--- config.mk ---
export PLATFORM = sky130hd
export DESIGN_NAME = stk_top
export DESIGN_NICKNAME = d
export VERILOG_FILES = /design/src/stk_top.v /design/src/stk_counter.v
export VERILOG_INCLUDE_DIRS = /design/src
export SDC_FILE = /design/constraint.sdc
export NUM_CORES = 1
export LEC_CHECK = 0
export BUFFER_PORTS_ARGS = -buffer_cell sky130_fd_sc_hd__buf_2
export CORE_ASPECT_RATIO = 0.7
export CORE_UTILIZATION = 56
export DETAILED_ROUTE_END_ITERATION = 8
export PLACE_DENSITY = 0.8
export SLEW_MARGIN = 20
export SYNTH_ARGS = -nofsm -noshare
export SYNTH_HDL_FRONTEND = slang
export SYNTH_SLANG_ARGS = --single-unit
--- constraint.sdc ---
create_clock -name CLOCK -period 2.7 [get_ports CLOCK]
set_input_delay 0.135 -clock CLOCK [delete_from_list [all_inputs] [get_ports CLOCK]]
set_output_delay 0.135 -clock CLOCK [all_outputs]
set_load 0.05 [all_outputs]
--- src/stk_map.vh ---
// Operation
// - Disable stops counting and new tick events
// - Enable resumes from current count, reloading first only if a reload is pending
// - Each rollover raises the tick event
// - Current write clears counter, reload next enabled clock
// - New period applies only at next reload
// - Period equals clocks between successive rollovers
// - Current count reads period minus one..zero
// - Interrupt reaches processor only while enabled
// - Pending tick cleared when handler entered
// - Programmed period is readable back
`ifndef STK_MAP_VH
`define STK_MAP_VH

`define STK_OFF_CTRL     12'h000
`define STK_OFF_PERIOD   12'h004
`define STK_OFF_CURRENT  12'h008
`define STK_OFF_STATUS   12'h00C
`define STK_OFF_MASK     12'h010

`define STK_CTRL_ENABLE  0
`define STK_CTRL_TICKIE  1

`define STK_CNT_W        24
`define STK_PERIOD_RST   25'h0000001
`define STK_CTRL_RST     2'h0
`define STK_MASK_RST     2'h0

`define STK_EV_TICK      0
`define STK_EV_RELOAD    1
`define STK_EV_W         2

`endif

--- src/stk_top.v ---
`timescale 1ns/1ps
`default_nettype none
`include "stk_map.vh"

// System tick timer with an APB slave port.
module stk_top #(
    parameter CNT_W = `STK_CNT_W
) (
    input  wire        CLOCK,
    input  wire        RST_B,
    input  wire        PSEL,
    input  wire        PENABLE,
    input  wire        PWRITE,
    input  wire [11:0] PADDR,
    input  wire [31:0] PWDATA,
    output reg  [31:0] PRDATA,
    output reg         PREADY,
    output reg         PSLVERR,
    input  wire        HANDLER_ENTRY,
    output reg         TICK_IRQ,
    output reg         EVENT_IRQ
);

    reg  [1:0]           ctrl_q;
    reg  [CNT_W:0]       period_q;
    reg                  pend_q;
    reg  [`STK_EV_W-1:0] status_q;
    reg  [`STK_EV_W-1:0] mask_q;
    reg  [31:0]          rdata_d;
    reg                  slverr_d;
    reg  [`STK_EV_W-1:0] status_d;
    reg                  pend_d;
    wire                 setup;
    wire                 wr;
    wire                 rd;
    wire                 cur_write;
    wire                 run;
    wire                 rollover;
    wire                 reload_pend;
    wire [CNT_W-1:0]     count;
    wire [`STK_EV_W-1:0] events;

    // Zero-wait-state slave: the decode happens in setup so PREADY can be a flop.
    assign setup     = PSEL & ~PENABLE;
    assign wr        = PSEL & PENABLE & PWRITE & PREADY;
    assign rd        = PSEL & PENABLE & ~PWRITE & PREADY;
    assign cur_write = wr & (PADDR == `STK_OFF_CURRENT);
    assign run       = ctrl_q[`STK_CTRL_ENABLE];
    // Bit one marks a pending reload being taken, bit zero a rollover.
    assign events    = {run & reload_pend & ~cur_write, rollover};

    stk_counter #(
        .CNT_W (CNT_W)
    ) u_counter (
        .clk           (CLOCK),
        .rst_b         (RST_B),
        .run           (run),
        .force_clr     (cur_write),
        .period        (period_q),
        .count_q       (count),
        .rollover_q    (rollover),
        .reload_pend_q (reload_pend)
    );

    // Read data mux, prepared during setup so it is registered at the access.
    always @* begin
        rdata_d  = 32'h00000000;
        slverr_d = 1'b0;
        case (PADDR)
            `STK_OFF_CTRL:    rdata_d[1:0] = ctrl_q;
            `STK_OFF_PERIOD:  rdata_d[CNT_W:0] = period_q;
            `STK_OFF_CURRENT: rdata_d[CNT_W-1:0] = count;
            `STK_OFF_STATUS:  rdata_d[`STK_EV_W-1:0] = status_q;
            `STK_OFF_MASK:    rdata_d[`STK_EV_W-1:0] = mask_q;
            default:          slverr_d = 1'b1;
        endcase
    end

    // Sticky status: a read clears only the bits that it reported, so an event
    // landing between setup and access is not lost; a same-cycle event wins.
    // The tick pending bit is cleared by handler entry; a new rollover wins.
    always @* begin
        status_d = status_q;
        if (rd && PADDR == `STK_OFF_STATUS)
            status_d = status_q & ~PRDATA[`STK_EV_W-1:0];
        status_d = status_d | events;
        pend_d = pend_q;
        if (HANDLER_ENTRY)
            pend_d = 1'b0;
        if (rollover)
            pend_d = 1'b1;
    end

    // Bus and register state.
    always @(posedge CLOCK) begin
        if (!RST_B) begin
            ctrl_q    <= `STK_CTRL_RST;
            period_q  <= `STK_PERIOD_RST;
            mask_q    <= `STK_MASK_RST;
            status_q  <= {`STK_EV_W{1'b0}};
            pend_q    <= 1'b0;
            PRDATA    <= 32'h00000000;
            PREADY    <= 1'b0;
            PSLVERR   <= 1'b0;
            TICK_IRQ  <= 1'b0;
            EVENT_IRQ <= 1'b0;
        end else begin
            PREADY  <= setup;
            PSLVERR <= setup & slverr_d;
            if (setup)
                PRDATA <= rdata_d;
            if (wr && PADDR == `STK_OFF_CTRL)
                ctrl_q <= PWDATA[1:0];
            if (wr && PADDR == `STK_OFF_PERIOD)
                period_q <= PWDATA[CNT_W:0];
            if (wr && PADDR == `STK_OFF_MASK)
                mask_q <= PWDATA[`STK_EV_W-1:0];
            status_q  <= status_d;
            pend_q    <= pend_d;
            // Pending only forwarded while tick interrupts are enabled.
            TICK_IRQ  <= pend_d & ctrl_q[`STK_CTRL_TICKIE];
            EVENT_IRQ <= |(status_d & mask_q);
        end
    end

endmodule // stk_top

`default_nettype wire

--- src/stk_counter.v ---
`timescale 1ns/1ps
`default_nettype none

// Down-counter core. The counter holds period minus one down to zero.
module stk_counter #(
    parameter CNT_W = 24
) (
    input  wire             clk,
    input  wire             rst_b,
    input  wire             run,
    input  wire             force_clr,
    input  wire [CNT_W:0]   period,
    output reg  [CNT_W-1:0] count_q,
    output reg              rollover_q,
    output reg              reload_pend_q
);

    reg [CNT_W-1:0] count_d;
    reg             rollover_d;
    reg             reload_pend_d;
    wire [CNT_W-1:0] reload_val;

    // Period of N gives N clocks per cycle, so load N-1.
    assign reload_val = period[CNT_W-1:0] - {{(CNT_W-1){1'b0}}, 1'b1};

    // A forced clear parks the counter at zero with a reload pending; the reload
    // uses whatever period is current at that moment, never a stale copy.
    always @* begin
        count_d       = count_q;
        rollover_d    = 1'b0;
        reload_pend_d = reload_pend_q;
        if (force_clr) begin
            count_d       = {CNT_W{1'b0}};
            reload_pend_d = 1'b1;
        end else if (run) begin
            if (reload_pend_q) begin
                count_d       = reload_val;
                reload_pend_d = 1'b0;
            end else if (count_q == {CNT_W{1'b0}}) begin
                count_d    = reload_val;
                rollover_d = 1'b1;
            end else begin
                count_d = count_q - {{(CNT_W-1){1'b0}}, 1'b1};
            end
        end
    end

    // State registers.
    always @(posedge clk) begin
        if (!rst_b) begin
            count_q       <= {CNT_W{1'b0}};
            rollover_q    <= 1'b0;
            reload_pend_q <= 1'b1;
        end else begin
            count_q       <= count_d;
            rollover_q    <= rollover_d;
            reload_pend_q <= reload_pend_d;
        end
    end

endmodule // stk_counter

`default_nettype wire

==> impl_metrics.toml, run 1 <==
[floorplan]
rows = 27
core_um2 = 7910
io-pin-count = 86
die_y_um = 77.9
die_w_um = 110
die-area_um2 = 8600
start_util = 0.583

[worst_setup_path]
start_kind = "flip-flop"
cp_cell_sequence = "inv_1 > ha_1 > or4b_2 > nor3_2 > a31oi_1 > nor2_2 > a221o_1 > a41oi_1"
max_stage_delay_ns = 0.59
required_ns = 2.90
path_buf_inv = 1
critPathTopFamily = "simple AND/OR/NAND/NOR gates"
worstPathArrival_ns = 2.70
crit_type = "flip-flop to flip-flop"
end_kind = "flip-flop"
crit_slowest_cell = "or4b_2"
crit_fanout = 7

[clocking]
cts_sinks = 87
cts_setup_buffers = 0
clk_pin_slew_ns = 0.06
cts_tree = "yes"
holdBufCountCts = 0
cts_resized = 0
clockBufferDepth = 2
clk_latency_ns = 0.34
root_buffer = "clkbuf_16"
h-tree-depth = 3
cts_buffers = 9

[pwr]
ir_drop_v = 0.000430
power_density_nw_per_um2 = 529
finalPower_mw = 2.83
p_leak_nw = 2.11

[synthesis]
synth.mux.area_fraction = 0.0152
ys_seq_area_frac = 0.378
yosys.cell_count.top_type = "dfxtp_1"
syn-cell-area_um2 = 4610
ys_ff_latch = 87
synthArstFlopShare = 0
synthTopCellsByArea = "dfxtp_1 (38%), nand2_1 (6.8%), a221oi_1 (4.9%), nor2_1 (4.1%), nor3b_1 (4.1%)"
synth_xor_area_frac = 0.0399
synth-compound-area-share = 0.224
synth_edf_count = 0
synth-adder-area-share = 0.00814
yosysWarnings = 0
synthCells = 562
synth.largest_area_cell = "dfxtp_1"
yosys.area_share.simple = 0.271
synth_top_family_by_area = "simple AND/OR/NAND/NOR gates"
synth_top_area_frac = 0.378
synth_common_cells = "dfxtp_1 (87), nand2_1 (83), nor2_1 (50)"
syn_avg_cell_area_um2 = 8.20
ys.flop_type = "dfxtp_1"
ys_types = 62

[global_routing]
grt_max_degree = 61
grt_usage = 0.318
antenna_found_initial = 0
first_global_vias = 4225
grt_pass1_wl_mm = 21.4
overflow = 0

[detailed_routing]
drc = 0
dr.first_iter.drc_count = 605
vias = 4616
firstDrtPassIters = 6
wire_per_inst_um = 18.4
drt_wl_total_mm = 13.4
vias_per_cell = 6.33
postRouteAntennaNets = 0

[sta]
min_period_ns = 2.49
final.setup_skew_ns = 0.00857
finalHoldViolations = 0
finalSetupTns_ns = 0
setup_ws_ns = 0.207
timing.fmax_mhz = 401
holdWs_ns = 0.0268
report.final.setup_viol = 0
finalCritPeriodShare = 0.923
rsz0062_at_grt = "no"
worstMarginPinSlew_ns = 1.05
relSlewSlack = 0.303
finalMaxSlewViolations = 0

[layout]
drive_gt1_frac = 0.194
fin_nets = 677
syn_to_final_growth_pct = 15.9
n_antenna_cell = 0
num-fill-cells = 660
final_util = 0.676

[min_path]
hold_class = "input pin to flip-flop"

[placement]
io_buffer_count = 71
pre_cts_ws_ns = 0.270
dp_hpwl_mm = 9.40
gp_congestion = 0.901

[status]
status = "complete, no violations"

[run]
cap_violations = 0
## kinds of logic (layout without fill, tap and decap cells)
kind of cell             Yosys count  count (layout)
AO/OA/AOI/OAI                    144             144
XOR/XNOR                          21              21
multiplexers                       7               7
other                              1               7
buffers and inverters             59             119
flip-flops                        87              87
adder cells (fa/ha/maj)            3               3
AND/OR/NAND/NOR                  240             240
## routing by layer
| layer | part of all wire | routed length, um | vias up | track usage |
|---|---|---|---|---|
| met2 | 0.44 | 5850 | 265 | 0.483 |
| met3 | 0.12 | 1610 | 31 | 0.104 |
| li1 | - | - | 2149 | - |
| met5 | 0 | 0 | - | 0 |
| met4 | 0.016 | 217 | 0 | 0.113 |
| met1 | 0.43 | 5710 | 2171 | 0.421 |
## worst paths after layout
check,from,end,slack [ns],cells after the start
worst max-delay path,u_counter.count_q[0],u_counter.count_q[13],0.21,8
worst min-delay path,PWDATA[19],period_q[19],0.03,3
worst max register to register,u_counter.count_q[0],u_counter.count_q[13],0.21,8
worst min register to register,period_q[24],period_q[24],0.47,2
## metrics by stage
stage               cell area, um2  cells
CTS                           5340    729
finish                        5340    729
floorplan                     4630    568
detailed placement            5050    714
global route                  5340    729
global placement              5050    714
## layout make-up
type | instances | area [um2] | share of cell area
inverters | 11 | 41.3 | 0.00773
well taps | 101 | 126 | 0.0236
repair buffers | 93 | 533 | 0.0997
multi-input cells | 422 | 2600 | 0.487
clock buffers | 11 | 243 | 0.0454
clock inverters | 4 | 55.1 | 0.0103
flip-flops and latches | 87 | 1740 | 0.326
## worst register-to-register path, cell delays in order (launching register included)
cell and delay, ns:
dfxtp_1 0.35, inv_1 0.14, ha_1 0.16, or4b_2 0.59
nor3_2 0.25, a31oi_1 0.21, nor2_2 0.39, a221o_1 0.23
a41oi_1 0.04
## power breakdown
group | internal [mW] | switching (mW)
Clock | 0.742 | 0.513
Sequential | 1.30 | 0.0109
Combinational | 0.0780 | 0.177
## state kept, by name, indices dropped and copies added (netlist names)
signal                   flops
PRDATA                      25
period_q                    25
u_counter.count_q           24
ctrl_q                       2
mask_q                       2
status_q                     2
EVENT_IRQ                    1
PREADY                       1
PSLVERR                      1
TICK_IRQ                     1
pend_q                       1
u_counter.reload_pend_q      1
u_counter.rollover_q         1
## cell usage in the layout, fill, tap and decap left out, types with 4 or more instances in the layout
cell       count
buf_2         71
a21oi_1       18
a221oi_1      26
o31ai_1        5
o21a_1         4
o211ai_1       7
o21ai_0       26
nor3_1        11
nor2_1        50
nor4_1        14
dfxtp_1       87
nand2b_1       7
a32o_1         4
mux2i_1        7
conb_1         7
clkbuf_16      9
nand2_1       83
a21boi_1      20
a211oi_1       4
nor3b_1       25
or4_1          6
xnor2_1        9
a21boi_0       8
xor2_1        12
buf_4         21
inv_1         10
nand3_1       14
Note: power is estimated with default switching activity, not from simulation.
==> run 2, diff against run 1 <==
--- a/config.mk
+++ b/config.mk
@@ -10,7 +10,7 @@
 export CORE_ASPECT_RATIO = 0.7
 export CORE_UTILIZATION = 56
 export DETAILED_ROUTE_END_ITERATION = 8
-export PLACE_DENSITY = 0.8
+export PLACE_DENSITY = 0.78
 export SLEW_MARGIN = 20
 export SYNTH_ARGS = -nofsm -noshare
 export SYNTH_HDL_FRONTEND = slang
==> run 2 against run 1 <==
  * Clock skew is 0.0017 ns lower
  * Critical path type unchanged
  * First-iteration DRC count is 33% lower
  * Largest cell class unchanged
  * Global-route usage is 1.4 points lower
  * Core utilization is 0.17 points lower
==> impl_metrics.toml, run 2 (synthesis gave the netlist of run 1 again) <==
[status]
status = "complete, no violations"

[floorplan]
core_um2 = 7910
start_util = 0.583
die-area_um2 = 8600
io-pin-count = 86
die_y_um = 77.9
die_w_um = 110
rows = 27

[global_routing]
grt_max_degree = 61
grt_pass1_wl_mm = 20.6
overflow = 0
first_global_vias = 3997
antenna_found_initial = 0
grt_usage = 0.304

[worst_setup_path]
crit_slowest_cell = "or4b_2"
crit_fanout = 7
worstPathArrival_ns = 2.73
start_kind = "flip-flop"
required_ns = 2.96
critPathTopFamily = "simple AND/OR/NAND/NOR gates"
max_stage_delay_ns = 0.61
path_buf_inv = 1
rr_worst_depth = 8
cp.depth = 8
end_kind = "flip-flop"
cp_cell_sequence = "inv_1 > ha_1 > or4b_2 > nor3_2 > a31oi_1 > nor2_2 > nor2_1 > a211oi_1"
crit_type = "flip-flop to flip-flop"

[pwr]
finalPower_mw = 2.80
power_density_nw_per_um2 = 526
ir_drop_v = 0.000334
p_leak_nw = 2.11

[min_path]
hold_class = "input pin to flip-flop"
min_path_cells = 3

[sta]
relSlewSlack = 0.334
min_period_ns = 2.47
finalSetupTns_ns = 0
timing.fmax_mhz = 404
report.final.setup_viol = 0
setup_ws_ns = 0.225
final.setup_skew_ns = 0.00689
finalHoldViolations = 0
finalMaxSlewViolations = 0
rsz0062_at_grt = "no"
finalCritPeriodShare = 0.917
worstMarginPinSlew_ns = 0.999
holdWs_ns = 0.0177

[clocking]
cts_tree = "yes"
cts_sinks = 87
root_buffer = "clkbuf_16"
clk_pin_slew_ns = 0.07
holdBufCountCts = 0
clockBufferDepth = 2
h-tree-depth = 3
clk_latency_ns = 0.35
cts_resized = 0
cts_setup_buffers = 0
cts_buffers = 9

[detailed_routing]
dr.first_iter.drc_count = 403
firstDrtPassIters = 5
drc = 0
vias_per_cell = 6.25
drt_wl_total_mm = 12.8
wire_per_inst_um = 17.5
postRouteAntennaNets = 0
vias = 4563

[layout]
fin_nets = 677
num-fill-cells = 676
design_area_um2 = 5330
syn_to_final_growth_pct = 15.6
largestRegisters = "PRDATA: 25 flops, period_q: 25 flops, u_counter.count_q: 24 flops"
n_antenna_cell = 0
final_common_cell = "dfxtp_1"
final_cell_mix = "dfxtp_1 (87), nand2_1 (83), buf_2 (71)"
drive_gt1_frac = 0.197

[placement]
pre_cts_ws_ns = 0.281
gp_congestion = 0.912
dp_hpwl_mm = 8.96
placed_cell_area_um2 = 5030
io_buffer_count = 71

[run]
cap_violations = 0
run 2: power by group:
group	internal (mW)	total, mW	switching [mW]
Combinational	0.0780	0.254	0.176
Sequential	1.30	1.31	0.0108
Clock	0.654	1.23	0.580
Total	2.04	2.80	0.767
run 2: routing by layer:
layer	share of wire	track usage	wire length, um
met1	0.46	0.435	5930
met5	0	0	0
met4	0.016	0.0840	200
met3	0.12	0.101	1510
met2	0.40	0.430	5170
run 2: cell type report:
| class | count | area, um2 | share of cell area |
|---|---|---|---|
| inverters | 11 | 41.3 | 0.00775 |
| well taps | 101 | 126 | 0.0237 |
| clock buffers | 9 | 225 | 0.0423 |
| repair buffers | 93 | 520 | 0.0977 |
| flip-flops and latches | 87 | 1740 | 0.327 |
| multi-input cells | 422 | 2600 | 0.488 |
| clock inverters | 7 | 71.3 | 0.0134 |
run 2: worst paths after layout:
| path | from | end | slack (ns) |
|---|---|---|---|
| setup reg to reg | u_counter.count_q[0] | u_counter.count_q[11] | 0.23 |
| setup / recovery | u_counter.count_q[0] | u_counter.count_q[11] | 0.23 |
| hold / removal | PWDATA[17] | period_q[17] | 0.02 |
| hold reg to reg | PRDATA[24] | PRDATA[24] | 0.48 |
run 2: stage by stage:
| stage | std cells | utilization |
|---|---|---|
| finish | 730 | 0.674 |
| global placement | 714 | 0.637 |
| CTS | 730 | 0.674 |
| floorplan | 568 | - |
| global route | 730 | 0.674 |
| detailed placement | 714 | 0.637 |
run 2: worst reg2reg max path: cells and delay by family, from the launching register on:
family / cells / cell delay [ns]
flip-flops: 1 / 0.35
AND/OR/NAND/NOR: 4 / 1.30
AO/OA/AOI/OAI: 2 / 0.49
buffers and inverters: 1 / 0.11
adder cells (fa/ha/maj): 1 / 0.14
